### config.mk
export PLATFORM = sky130hd
export DESIGN_NAME = packet_mode_core
export DESIGN_NICKNAME = d
export VERILOG_FILES = /design/src/core/packet_mode_core.v /design/src/core/fcs_engine.v /design/src/core/sync_pair.v
export VERILOG_INCLUDE_DIRS = /design/src /design/src/pkg
export SDC_FILE = /design/constraint.sdc
export NUM_CORES = 1
export LEC_CHECK = 0
export ABC_AREA = 1
export BUFFER_PORTS_ARGS = -buffer_cell sky130_fd_sc_hd__buf_4
export CORE_UTILIZATION = 54
export CTS_CLUSTER_SIZE = 28
export DETAILED_ROUTE_END_ITERATION = 7
export PLACE_DENSITY = 0.76
export SYNTH_ARGS = -nofsm -noshare
export SYNTH_HDL_FRONTEND = slang
export SYNTH_SLANG_ARGS = --single-unit
### constraint.sdc
create_clock -name clk -period 1.8 [get_ports clk]
set_input_delay 0.09 -clock clk [delete_from_list [all_inputs] [get_ports clk]]
set_output_delay 0.09 -clock clk [all_outputs]
set_load 0.005 [all_outputs]
### src/pkg/packet_mode_defs.vh
/*
  constants for the byte-wide packet mode: register map, control fields,
  flag and stuffing figures, check-sequence presets and residues.
  assumes inclusion by bare name from the core files.
*/
`ifndef PACKET_MODE_DEFS_VH
`define PACKET_MODE_DEFS_VH

// ------------------------------------------------------------
// register map
// ------------------------------------------------------------
`define PKT_CTRL_ADDR 8'h82
`define PKT_STAT_ADDR 8'h83
`define PKT_CTRL_RESET 8'h40
`define PKT_CTRL_ON_BIT 6
`define PKT_CTRL_CRC32_BIT 5
`define PKT_CTRL_FCS_EN_BIT 4

// ------------------------------------------------------------
// status bits
// ------------------------------------------------------------
`define STAT_ACTIVE_BIT 0
`define STAT_CRC_ERR_BIT 1
`define STAT_ABORT_BIT 2
`define STAT_FRAME_OK_BIT 3

// ------------------------------------------------------------
// line constants
// ------------------------------------------------------------
`define FLAG_OCTET 8'h7E
`define ONES_LIMIT 3'h5
`define ABORT_ONES 3'h7
`define BIT_PERIOD 8'h03
`define DEMAND_DIV 4'h8

// ------------------------------------------------------------
// check sequences (reflected forms)
// ------------------------------------------------------------
`define CRC16_POLY 16'h8408
`define CRC32_POLY 32'hEDB88320
`define CRC_PRESET 32'hFFFFFFFF
`define CRC16_GOOD 32'h0000F0B8
`define CRC32_GOOD 32'hDEBB20E3
`define CRC16_BYTES 3'h2
`define CRC32_BYTES 3'h4

`endif

### src/core/packet_mode_core.v
/*
  byte-wide hdlc packet mode of a ds3/e3 framer channel: avalon slave,
  transmit framer with stuffing and fcs, receive deframer.
  assumes the receive payload bit clock arrives on a pin; transmit bits are paced from clk; bytes are handled on clk.
*/
`timescale 1ns/100ps
`include "packet_mode_defs.vh"
// Notes on behaviour
// [RULE1] bit 6 of control register 0x82 turns packet mode on
// [RULE2] strap pin must also be held high for packet mode
// [RULE3] transmit takes whole bytes from an eight-bit bus
// [RULE4] accepted bytes are framed and sent on outbound payload bits
// [RULE5] zeros are inserted so data never mimics flag or abort
// [RULE6] optional 16 or 32 bit fcs appended as trailer
// [RULE7] idle transmit sends back-to-back flag octets
// [RULE8] receive frames are output byte by byte on eight-bit bus
// [RULE9] flags alone produce no receive bytes
// [RULE10] receiver rechecks fcs against the trailer
// [RULE11] receiver deletes stuffed zeros
// [RULE12] transmit and receive run together once mode is set
// [RULE13] send-message high latches bytes; low sends only flags
// [RULE14] send-check-sequence held two or four demand periods
// [RULE15] demand clock driven out, stalls when stuffing, falling edge samples
// [RULE16] a zero follows every five ones; receiver removes it
// [RULE17] customary hdlc polynomials, preset and complement
module packet_mode_core (
  input wire clk,
  input wire rst_n,
  input wire [7:0] avs_address,
  input wire avs_read,
  input wire avs_write,
  input wire [31:0] avs_writedata,
  output reg [31:0] avs_readdata,
  output wire avs_waitrequest,
  input wire nibble_select_strap,
  input wire send_message_cmd,
  input wire send_check_sequence_cmd,
  input wire [7:0] tx_packet_byte_bus,
  output reg tx_packet_demand_clock,
  output reg tx_payload_bit,
  output reg tx_payload_strobe,
  input wire rx_payload_bit,
  input wire rx_payload_clock,
  output reg [7:0] rx_packet_byte_bus,
  output reg rx_packet_byte_valid,
  output reg rx_frame_end,
  output reg rx_frame_bad
);
  // ------------------------------------------------------------
  // input synchronisers
  // ------------------------------------------------------------
  wire [13:0] sync_q;
  sync_pair #(.W(14)) u_sync (
    .clk(clk),
    .rst_n(rst_n),
    .d({nibble_select_strap, send_message_cmd, send_check_sequence_cmd,
        rx_payload_bit, ~rx_payload_clock, 1'b0, tx_packet_byte_bus}),
    .q(sync_q)
  );
  wire strap_s = sync_q[13];
  wire msg_s = sync_q[12];
  wire fcs_cmd_s = sync_q[11];
  wire rxd_s = sync_q[10];
  wire rxc_s = ~sync_q[9]; // synced inverted: idle high right after reset
  wire [7:0] txd_s = sync_q[7:0];

  // ------------------------------------------------------------
  // register slave
  // ------------------------------------------------------------
  reg [7:0] ctrl_reg;
  reg [3:0] stat_reg;
  reg ack_reg;
  wire mode_on = ctrl_reg[`PKT_CTRL_ON_BIT] & strap_s; // RULE1 RULE2
  wire crc_wide = ctrl_reg[`PKT_CTRL_CRC32_BIT];
  wire fcs_en = ctrl_reg[`PKT_CTRL_FCS_EN_BIT];
  wire req = avs_read | avs_write;
  assign avs_waitrequest = req & ~ack_reg;

  always @(posedge clk or negedge rst_n) begin
    if (!rst_n) begin
      ctrl_reg <= `PKT_CTRL_RESET;
      ack_reg <= 1'b0;
      avs_readdata <= 32'h00000000;
    end else begin
      ack_reg <= req & ~ack_reg;
      // write lands at the edge after the wait state, while waitrequest is low
      if (avs_write && ack_reg && avs_address == `PKT_CTRL_ADDR)
        ctrl_reg <= avs_writedata[7:0]; // RULE1
      if (req & ~ack_reg) begin
        if (avs_address == `PKT_CTRL_ADDR)
          avs_readdata <= {24'h000000, ctrl_reg};
        else if (avs_address == `PKT_STAT_ADDR)
          avs_readdata <= {28'h0000000, stat_reg};
        else
          avs_readdata <= 32'h00000000;
      end
    end
  end

  // ------------------------------------------------------------
  // transmit bit timing and demand clock
  // ------------------------------------------------------------
  reg [7:0] tick_cnt_reg;
  wire tick = (tick_cnt_reg == `BIT_PERIOD);
  reg [7:0] tx_sh_reg;
  reg [3:0] tx_left_reg;
  reg [2:0] tx_ones_reg;
  reg [1:0] tx_st_reg;
  reg [2:0] fcs_cnt_reg;
  reg [2:0] fcs_hold_reg;
  reg fcs_cmd_d_reg;
  reg stuff_reg;
  localparam TX_IDLE = 2'b00;
  localparam TX_DATA = 2'b01;
  localparam TX_FCS = 2'b10;
  localparam TX_CLOSE = 2'b11;
  wire [31:0] tx_crc;
  wire [31:0] tx_crc_now = crc_fold(tx_crc, cur_bit, crc_wide);
  wire cur_bit = tx_sh_reg[0];
  wire in_frame = (tx_st_reg == TX_DATA) | (tx_st_reg == TX_FCS);
  // ones count is only kept in frame; a trailer ending in five ones
  // still gets its zero before the closing flag
  wire need_stuff = (tx_ones_reg == `ONES_LIMIT); // RULE5 RULE16
  wire byte_done = tick & ~need_stuff & (tx_left_reg == 4'h1);
  wire crc_step = tick & ~need_stuff & (tx_st_reg == TX_DATA);
  wire [2:0] fcs_len = crc_wide ? `CRC32_BYTES : `CRC16_BYTES;

  fcs_engine u_tx_fcs (
    .clk(clk),
    .rst_n(rst_n),
    .init(tx_st_reg == TX_IDLE || tx_st_reg == TX_CLOSE),
    .step(crc_step),
    .din(cur_bit),
    .wide(crc_wide),
    .crc_reg(tx_crc)
  );

  always @(posedge clk or negedge rst_n) begin
    if (!rst_n) begin
      tick_cnt_reg <= 8'h00;
      tx_sh_reg <= `FLAG_OCTET;
      tx_left_reg <= 4'h8;
      tx_ones_reg <= 3'h0;
      tx_st_reg <= TX_IDLE;
      fcs_cnt_reg <= 3'h0;
      fcs_hold_reg <= 3'h0;
      fcs_cmd_d_reg <= 1'b0;
      tx_payload_bit <= 1'b1;
      tx_payload_strobe <= 1'b0;
      tx_packet_demand_clock <= 1'b1;
      stuff_reg <= 1'b0;
    end else begin
      tick_cnt_reg <= tick ? 8'h00 : tick_cnt_reg + 8'h01;
      tx_payload_strobe <= tick & mode_on; // RULE4 RULE12
      fcs_cmd_d_reg <= fcs_cmd_s;
      if (fcs_cmd_s & ~fcs_cmd_d_reg)
        fcs_hold_reg <= fcs_len; // RULE14
      stuff_reg <= need_stuff & tick;
      // demand clock falls at byte load, rises mid byte; stalls on stuff
      if (byte_done)
        tx_packet_demand_clock <= 1'b0; // RULE15
      else if (tick & ~need_stuff & tx_left_reg == 4'h5)
        tx_packet_demand_clock <= 1'b1; // RULE15
      if (!mode_on) begin
        tx_st_reg <= TX_IDLE;
        tx_ones_reg <= 3'h0;
        tx_payload_bit <= 1'b1;
      end else if (tick) begin
        if (need_stuff) begin
          tx_payload_bit <= 1'b0; // RULE5 RULE16
          tx_ones_reg <= 3'h0;
        end else begin
          tx_payload_bit <= cur_bit; // RULE4
          tx_ones_reg <= (in_frame & cur_bit) ? tx_ones_reg + 3'h1 : 3'h0;
          tx_sh_reg <= {1'b0, tx_sh_reg[7:1]};
          tx_left_reg <= tx_left_reg - 4'h1;
          if (byte_done) begin
            tx_left_reg <= 4'h8;
            case (tx_st_reg)
              TX_IDLE, TX_CLOSE: begin
                if (msg_s) begin
                  tx_sh_reg <= txd_s; // RULE3 RULE13
                  tx_st_reg <= TX_DATA;
                end else begin
                  tx_sh_reg <= `FLAG_OCTET; // RULE7 RULE13
                  tx_st_reg <= TX_IDLE;
                end
              end
              TX_DATA: begin
                if (fcs_hold_reg != 3'h0 && fcs_en) begin
                  tx_sh_reg <= ~tx_crc_now[7:0]; // RULE6 RULE17
                  fcs_cnt_reg <= fcs_len - 3'h1;
                  tx_st_reg <= TX_FCS;
                end else if (msg_s) begin
                  tx_sh_reg <= txd_s; // RULE3 RULE13
                end else begin
                  tx_sh_reg <= `FLAG_OCTET;
                  tx_st_reg <= TX_CLOSE;
                end
              end
              TX_FCS: begin
                fcs_hold_reg <= 3'h0;
                if (fcs_cnt_reg != 3'h0) begin
                  tx_sh_reg <= ~tx_crc_byte(tx_crc, fcs_len - fcs_cnt_reg);
                  fcs_cnt_reg <= fcs_cnt_reg - 3'h1;
                end else begin
                  tx_sh_reg <= `FLAG_OCTET; // RULE7
                  tx_st_reg <= TX_CLOSE;
                end
              end
              default: tx_st_reg <= TX_IDLE;
            endcase
          end
        end
      end
    end
  end

  // byte select of the held transmit fcs
  function [7:0] tx_crc_byte;
    input [31:0] c;
    input [2:0] idx;
    begin
      tx_crc_byte = c[8*idx[1:0] +: 8];
    end
  endfunction

  // crc with the bit now on the line folded in
  function [31:0] crc_fold;
    input [31:0] c;
    input b;
    input w;
    begin
      crc_fold = {1'b0, c[31:1]};
      if (c[0] ^ b)
        crc_fold = crc_fold ^ (w ? `CRC32_POLY : {16'h0000, `CRC16_POLY});
      if (!w)
        crc_fold[31:16] = 16'h0000;
    end
  endfunction

  // ------------------------------------------------------------
  // receive deframer
  // ------------------------------------------------------------
  reg rxc_d_reg;
  reg [7:0] rx_win_reg;
  reg [2:0] rx_ones_reg;
  reg [7:0] rx_sh_reg;
  reg [3:0] rx_cnt_reg;
  reg rx_in_frame_reg;
  reg [31:0] rx_pipe_reg;
  reg [2:0] rx_fill_reg;
  reg [31:0] rx_crc_snap_reg;
  wire rx_edge = rxc_s & ~rxc_d_reg & mode_on; // RULE12
  wire [7:0] win_next = {rxd_s, rx_win_reg[7:1]};
  wire is_flag = (win_next == `FLAG_OCTET);
  wire is_abort = rxd_s & (rx_ones_reg == `ABORT_ONES - 3'h1);
  wire is_stuff = ~rxd_s & (rx_ones_reg == `ONES_LIMIT); // RULE11 RULE16
  wire [2:0] rx_lag = crc_wide ? `CRC32_BYTES : `CRC16_BYTES;
  wire [31:0] rx_crc;
  wire [31:0] rx_good = crc_wide ? `CRC32_GOOD : `CRC16_GOOD;
  wire rx_fcs_bad = fcs_en & (rx_crc_snap_reg != rx_good);
  wire bit_take = rx_edge & rx_in_frame_reg & ~is_stuff & ~is_flag;

  fcs_engine u_rx_fcs (
    .clk(clk),
    .rst_n(rst_n),
    .init(rx_edge & is_flag),
    .step(bit_take),
    .din(rxd_s),
    .wide(crc_wide),
    .crc_reg(rx_crc)
  );

  always @(posedge clk or negedge rst_n) begin
    if (!rst_n) begin
      rxc_d_reg <= 1'b1;
      rx_win_reg <= 8'h00;
      rx_ones_reg <= 3'h0;
      rx_sh_reg <= 8'h00;
      rx_cnt_reg <= 4'h0;
      rx_in_frame_reg <= 1'b0;
      rx_pipe_reg <= 32'h00000000;
      rx_fill_reg <= 3'h0;
      rx_crc_snap_reg <= 32'h00000000;
      rx_packet_byte_bus <= 8'h00;
      rx_packet_byte_valid <= 1'b0;
      rx_frame_end <= 1'b0;
      rx_frame_bad <= 1'b0;
      stat_reg <= 4'h0;
    end else begin
      rxc_d_reg <= rxc_s;
      rx_packet_byte_valid <= 1'b0;
      rx_frame_end <= 1'b0;
      stat_reg[`STAT_ACTIVE_BIT] <= mode_on;
      if (rx_edge) begin
        rx_win_reg <= win_next;
        rx_ones_reg <= rxd_s ? ((rx_ones_reg == `ABORT_ONES) ?
          rx_ones_reg : rx_ones_reg + 3'h1) : 3'h0;
        if (is_flag) begin
          // closing flag: fcs check only if a frame was collected
          if (rx_in_frame_reg && rx_fill_reg == rx_lag) begin
            rx_frame_end <= 1'b1;
            rx_frame_bad <= rx_fcs_bad; // RULE10
            stat_reg[`STAT_CRC_ERR_BIT] <= rx_fcs_bad;
            stat_reg[`STAT_FRAME_OK_BIT] <= ~rx_fcs_bad;
          end
          rx_in_frame_reg <= 1'b1; // RULE9
          rx_cnt_reg <= 4'h0;
          rx_fill_reg <= 3'h0;
        end else if (is_abort) begin
          rx_in_frame_reg <= 1'b0;
          stat_reg[`STAT_ABORT_BIT] <= 1'b1;
        end else if (bit_take) begin
          rx_sh_reg <= {rxd_s, rx_sh_reg[7:1]};
          // crc over whole bytes only, before flag bits reach it
          if (rx_cnt_reg == 4'h0)
            rx_crc_snap_reg <= rx_crc; // RULE10
          rx_cnt_reg <= rx_cnt_reg + 4'h1;
          if (rx_cnt_reg == 4'h7) begin
            rx_cnt_reg <= 4'h0;
            // hold back trailer bytes so only content is presented
            rx_pipe_reg <= {rx_pipe_reg[23:0], rxd_s, rx_sh_reg[7:1]};
            if (rx_fill_reg == rx_lag) begin
              rx_packet_byte_bus <= crc_wide ? rx_pipe_reg[31:24] :
                rx_pipe_reg[15:8]; // RULE8 RULE11
              rx_packet_byte_valid <= 1'b1; // RULE8
            end else begin
              rx_fill_reg <= rx_fill_reg + 3'h1;
            end
          end
        end
      end
    end
  end
endmodule

### src/core/fcs_engine.v
/*
  bit-serial frame check sequence for 16 or 32 bits, lsb first.
  assumes one data bit per cycle where step is high, same clock.
*/
`timescale 1ns/100ps
`include "packet_mode_defs.vh"
module fcs_engine (
  input wire clk,
  input wire rst_n,
  input wire init,
  input wire step,
  input wire din,
  input wire wide,
  output reg [31:0] crc_reg
);
  reg [31:0] crc_next;
  reg fb;

  // ------------------------------------------------------------
  // polynomial step
  // ------------------------------------------------------------
  always @* begin
    fb = crc_reg[0] ^ din;
    crc_next = {1'b0, crc_reg[31:1]};
    if (fb) begin
      if (wide)
        crc_next = crc_next ^ `CRC32_POLY; // RULE17
      else
        crc_next = crc_next ^ {16'h0000, `CRC16_POLY}; // RULE17
    end
    if (!wide)
      crc_next[31:16] = 16'h0000;
  end

  always @(posedge clk or negedge rst_n) begin
    if (!rst_n)
      crc_reg <= `CRC_PRESET;
    else if (init)
      crc_reg <= wide ? `CRC_PRESET : (`CRC_PRESET >> 16); // RULE17
    else if (step)
      crc_reg <= crc_next;
  end
endmodule

### src/core/sync_pair.v
/*
  two-stage synchroniser for a bundle of level inputs.
  assumes inputs are asynchronous to clk.
*/
`timescale 1ns/100ps
module sync_pair #(
  parameter W = 1
) (
  input wire clk,
  input wire rst_n,
  input wire [W-1:0] d,
  output reg [W-1:0] q
);
  reg [W-1:0] meta_reg;

  always @(posedge clk or negedge rst_n) begin
    if (!rst_n) begin
      meta_reg <= {W{1'b0}};
      q <= {W{1'b0}};
    end else begin
      meta_reg <= d;
      q <= meta_reg;
    end
  end
endmodule

==> results of run 1 <==
==> stage by stage <==
stage | util, % | cells | total power (uW)
3_5_place_dp | 60.8 | 1660 | 6300
6_report | 68.6 | 1752 | 12000
2_1_floorplan | - | 1351 | 6010
5_1_grt | 68.6 | 1752 | 12300
4_1_cts | 66.9 | 1739 | 12000
3_3_place_gp | 60.8 | 1660 | 6290
==> area by class of cell <==
cell class | instances | area, um^2 | area share (%)
Clock buffer | 38 | 726 | 5.16
Clock inverter | 10 | 186 | 1.33
Inverter | 154 | 599 | 4.26
Multi-Input combinational cell | 874 | 4430 | 31.5
Sequential cell | 246 | 6250 | 44.5
Tap cell | 270 | 338 | 2.40
Timing Repair Buffer | 159 | 1530 | 10.9
Timing Repair inverter | 1 | 7.51 | 0.0534
==> critical path, cell delays in order (launching register included) <==
cell and delay, ps:
dfstp_2 570, nand2_4 60, clkinv_4 60, nand2_4 60, clkinv_4 60, nand3_4 70, clkinv_4 70, nand2_8 50
nor2_8 150, nand2_4 130, buf_12 180, nor2_1 130, a21oi_2 60
==> layout by cell type, fill, tap and decap left out, types with 2 or more instances in the layout <==
| master | count |
|---|---|
| dfstp_2 | 75 |
| dlygate4sd3_1 | 28 |
| conb_1 | 24 |
| dfrtp_2 | 2 |
| clkbuf_1 | 9 |
| clkbuf_16 | 30 |
| nor3_2 | 2 |
| inv_1 | 145 |
| nor2_2 | 8 |
| clkbuf_8 | 3 |
| xor2_1 | 15 |
| ha_1 | 13 |
| xnor2_1 | 2 |
| nor2_1 | 93 |
| nand2_1 | 301 |
| nand3_4 | 5 |
| a21oi_1 | 28 |
| nand2_4 | 4 |
| clkinv_4 | 3 |
| o21ai_1 | 46 |
| nand2_2 | 15 |
| bufinv_16 | 5 |
| dfrtp_1 | 169 |
| nor3_1 | 14 |
| buf_12 | 13 |
| o21ai_0 | 148 |
| buf_4 | 109 |
| inv_2 | 4 |
| buf_6 | 2 |
| clkinvlp_4 | 2 |
| nand3_1 | 67 |
| nand4_1 | 10 |
| clkinv_2 | 4 |
| a31oi_1 | 13 |
| a21oi_2 | 9 |
| or2_2 | 6 |
| o21ai_2 | 14 |
| o211ai_1 | 23 |
==> repair_timing <==
action,4_1_cts,5_1_grt
gates cloned,2,7
endpoints found under the setup margin,12,143
hold buffers,28,0
hold endpoints to repair,220,0
resized for setup,4,72
pin swaps,0,11
buffers inserted,1,6
==> layer usage <==
metal,up-vias,routed length [um]
li1,4507,-
met1,4668,11900
met2,306,12900
met3,45,1560
met4,0,619
met5,-,0
==> kinds of logic (layout without fill, tap and decap cells) <==
family	after synthesis	in the layout	synth area share [%]
and+or+nand+nor	529	531	19.6
AOI/OAI and AO/OA	286	286	13.7
DFF	246	246	54.5
buffers and inverters	233	362	9.06
xor gates and xnor gates	17	17	1.30
adders and majority gates	15	15	1.64
other	1	24	0.0327
muxes	1	1	0.0874
==> power by group through the flow <==
| stage | Sequential, uW | Combinational (uW) | Clock [uW] |
|---|---|---|---|
| global route | 5730 | 621 | 5970 |
| global placement | 5810 | 480 | 0 |
| finish | 5720 | 552 | 5700 |
| detailed placement | 5810 | 493 | 0 |
| floorplan | 5780 | 227 | 0 |
| CTS | 5720 | 545 | 5750 |
==> path summary, 6_finish.rpt <==
path,start,endpoint,depth (start not counted)
min reg2reg,u_sync.meta_reg[5],u_sync.q[5],0
min,avs_address[5],avs_readdata[5],4
min in group asynchronous,rst_n,rx_crc_snap_reg[5],2
max,ctrl_reg[6],rx_pipe_reg[11],12
max reg2reg,ctrl_reg[6],rx_pipe_reg[11],12
max in group asynchronous,rst_n,u_tx_fcs.crc_reg[30],3
==> reports/metrics.yaml, run 1 <==
internal_power_uw: 9400
crit_required_ps: 2220
dieArea_um2: 21800
crit_type: "flip-flop to flip-flop"
boundaryPins: 104
syn-cell-area_um2: 11500
die_y_um: 148
portBuffers: 55
status: "finished clean"
first_iter_violations: 683
drt_wl_total_um: 27000
syn_inst: 1328
n_antenna_cell: 0
fin_area_um2: 14100
gp_congestion: 0.862
synthFlopType: "dfrtp_1"
clkPwrFrac_pct: 47.6
endpoint_kind: "flip-flop"
fin_skew_ps: 20.5
ys_async_sr_fraction_pct: 100
num-nets-final: 1534
clock.fmax_ghz: 0.562
min_path_type: "primary input to flip-flop"
synthTopCellsByArea: "dfrtp_1 (37%), dfstp_2 (17%), nand2_1 (10%), o21ai_0 (7.1%), inv_1 (4.9%)"
tns_ps: 0
ys_seq_elements: 246
fin_crit_sh_pct: 98.9
dr.pass1.iters: 5
ys_warn_count: 0
grt_pass1_wl_um: 43400
gr-usage-met1_pct: 34.6
cts-root-buf: "clkbuf_16"
rsz0062_at_grt: "yes"
vias: 9526
ys_types: 42
setup_violations: 0
post-route-min-period_ps: 1780
worst_slew_pin_slew_ps: 518
synth_top_area_share_pct: 37.3
syn_area_per_cell_um2: 8.63
hold_viol_final: 0
timing.final.ws_setup_ps: 20.0
post_drt_wl_per_cell_um: 15.4
placed_cell_area_um2: 12500
start_util_pct: 55.9
num_rows: 52
dpl.hpwl_um: 16600
swShare_pct: 21.5
drive_gt1_share_pct: 22.0
viasPerCell: 5.44
worst_setup_path_start_kind: "flip-flop"
critPathMaxFanout: 14
worst-r2r-setup-slack_ps: 20
fillers: 1525
use_met2_pct: 39.1
antenna_found_initial: 0
slew_violations: 0
clk_path_buf_depth: 3
grt-ovfl-total: 0
ys_seq_area_share_pct: 54.5
maxCapViolCount: 0
grt_max_degree: 65
htree_levels: 1
core_um2: 20500
whs_ps: 18.5
cts.reportedPaths.clkPinSlew_ps: 60
peakVddDrop_mv: 0.656
synthMostInstantiatedCell: "nand2_1"
synth_common_cells: "nand2_1 (317), dfrtp_1 (171), o21ai_0 (162)"
power_density_nw_per_um2: 851
drt.antenna.violating_nets: 0
p_seq_share_pct: 47.8
arrival_ps: 2200
drc_errors: 0
insertion_delay_ps: 540
areaGrowthSynthToFinish_pct: 22.7
fp.dieW_um: 148
cts_tree: "built"
p_switching_uw: 2570
numCtsBuffers: 26
power.leakage_uw: 0.00644
p_comb_share_pct: 4.6
track_usage_pct: 24.4
clock-sinks: 246
grt_most_used_layer: "met2"
met3_usage_pct: 3.86
relSlewSlack_pct: 65.5
grt_pass1_vias: 8914
synth-edff-count: 0
synth_largest_area_cell: "dfrtp_1"
dp_worst_setup_slack_ps: 6.38
Note: power is estimated with default switching activity, not from simulation.
==> inputs of run 2 (changes only) <==
Settings changed: CORE_UTILIZATION 54 to 62, PLACE_DENSITY 0.76 to 0.82, SYNTH_HIERARCHICAL from default to 1.
Clock period 1.8 ns to 2.2 ns, I/O delays scaled along.
==> run 2 against run 1 <==
Core utilization grew 5.1 points. Sequential cell count unchanged. Cell count is 2.7% higher. Die area shrank 9.7%. Final area is 2.0% lower. Wire length about the same. Sequential share of layout area up 0.87 points.
==> reports/metrics.yaml, run 2 <==
status: "finished clean"
cp_cell_sequence: "nand2_2 > clkinv_2 > nand2_4 > nor4_2 > buf_4 > inv_1 > nor2_4 > nand3_1 > nand2_1 > inv_1"
power.leakage_uw: 0.00675
syn-cell-area_um2: 11900
critPathMaxFanout: 15
drt.antenna.violating_nets: 0
post-route-min-period_ps: 2040
track_usage_pct: 28.9
cts-root-buf: "clkbuf_16"
start_util_pct: 63.4
grt_pass1_wl_um: 46000
setup_violations: 0
post_drt_wl_per_cell_um: 15.0
clk_path_buf_depth: 3
htree_levels: 1
num_rows: 50
power_density_nw_per_um2: 705
fillers: 1297
crit_path_max_incr_delay_ps: 550
fin_skew_ps: 15.0
p_switching_uw: 2090
gp_congestion: 0.918
vias: 9903
clock-sinks: 246
dr.pass1.iters: 5
worst_setup_path_start_kind: "flip-flop"
endpoint_kind: "flip-flop"
placed_cell_area_um2: 12500
ys_warn_count: 6
rsz0062_at_grt: "no"
cts.reportedPaths.clkPinSlew_ps: 60
p_seq_share_pct: 48.0
core_um2: 18700
drive_gt1_share_pct: 16.5
worst_slew_pin_slew_ps: 540
viasPerCell: 5.50
relSlewSlack_pct: 64.0
fp.dieW_um: 140
crit_required_ps: 2670
dieArea_um2: 19700
layout.cells.most_common: "nand2_1"
antenna_found_initial: 0
dpl.hpwl_um: 17300
drc_errors: 0
cts_tree: "built"
areaGrowthSynthToFinish_pct: 16.3
crit_type: "flip-flop to flip-flop"
slew_violations: 0
num-nets-final: 1617
peakVddDrop_mv: 0.616
cpMostUsedCell: "inv_1"
tns_ps: 0
grt_max_degree: 68
syn_area_per_cell_um2: 8.21
hold_viol_final: 0
syn_inst: 1445
grt_pass1_vias: 9738
fin_crit_sh_pct: 92.9
min_path_type: "primary input to async pin"
swShare_pct: 21.5
insertion_delay_ps: 530
internal_power_uw: 7620
fin_area_um2: 13800
first_iter_violations: 772
clkPwrFrac_pct: 47.5
grt-ovfl-total: 0
maxCapViolCount: 0
portBuffers: 55
die_y_um: 140
power_uw: 9720
p_comb_share_pct: 4.5
cp_slowest_cell: "dfstp_2"
clock.fmax_ghz: 0.489
arrival_ps: 2510
layout.cells.most_common_list: "nand2_1 (466), dfrtp_1 (171), nand3_1 (167)"
boundaryPins: 104
numCtsBuffers: 26
drt_wl_total_um: 27000
[run 2: cell count changes in the layout (fill, tap and decap cells not counted), sizes merged, moves of 8 or more]
cell / change
nand3: +95
buf: -38
xor2: -8
a31oi: -8
o211ai: -22
nand2: +160
nor2: -34
o21ai: -78
[run 2: worst paths after layout]
check	startpoint	to	slack, ps	cells past startpoint
setup / recovery	ctrl_reg[6]	u_rx_fcs/crc_reg[9]	160	10
hold reg to reg	u_sync/meta_reg[10]	u_sync/q[10]	350	0
min in group clk	avs_read	avs_readdata[0]	140	5
setup reg to reg	ctrl_reg[6]	u_rx_fcs/crc_reg[9]	160	10
max in group asynchronous	rst_n	u_rx_fcs/crc_reg[22]	1310	3
hold / removal	rst_n	tick_cnt_reg[6]	140	2
[run 2: routing by layer]
metal / vias to the layer above / wire length (um) / share of wire, % / track usage [%]
met2: 308 / 13400 / 50 / 48.2
met5: - / 0 / 0 / 0
met4: 0 / 804 / 3.0 / 11.5
met1: 4741 / 11500 / 42 / 38.4
li1: 4782 / - / - / -
met3: 72 / 1350 / 5.0 / 4.24
[run 2: metrics by stage]
step / std cells / util (%) / setup WS (ps) / hold slack, ps
after floorplan: 1468 / - / 269 / -186
after detailed placement: 1719 / 66.9 / 103 / 107
after global routing: 1799 / 73.7 / 3.07 / 140
after global placement: 1719 / 66.9 / 162 / 104
final: 1800 / 73.7 / 155 / 136
after CTS: 1795 / 73.3 / 76.3 / 86.4
[run 2: worst max-delay path, delay by kind of cell, from the launching register on]
family / cells / cell delay, ps
buf+inv: 4 / 590
simple gates: 6 / 860
flops: 1 / 550
[run 2: repair_timing]
action	in CTS	in global routing
setup endpoints to repair	0	29
resized for setup	0	4
setup buffers	0	4
endpoints found under the hold margin	124	0
hold buffers	28	0
[run 2: area by class of cell]
type / instances / area [um^2] / area share [%]
diodes: 1 / 2.50 / 0.0181
clock buffers: 36 / 738 / 5.35
clock inverters: 12 / 186 / 1.35
inverters: 159 / 607 / 4.40
multi-input cells: 995 / 4670 / 33.8
flip-flops and latches: 246 / 6250 / 45.3
well taps: 234 / 293 / 2.12
repair buffers: 117 / 1050 / 7.59
[run 2: power groups by stage]
stage               Combinational (uW)  Clock (uW)  Sequential (uW)
floorplan                          188           0             4730
global placement                   380           0             4740
detailed placement                 389           0             4740
CTS                                430        4680             4670
global route                       492        4880             4670
finish                             438        4610             4670
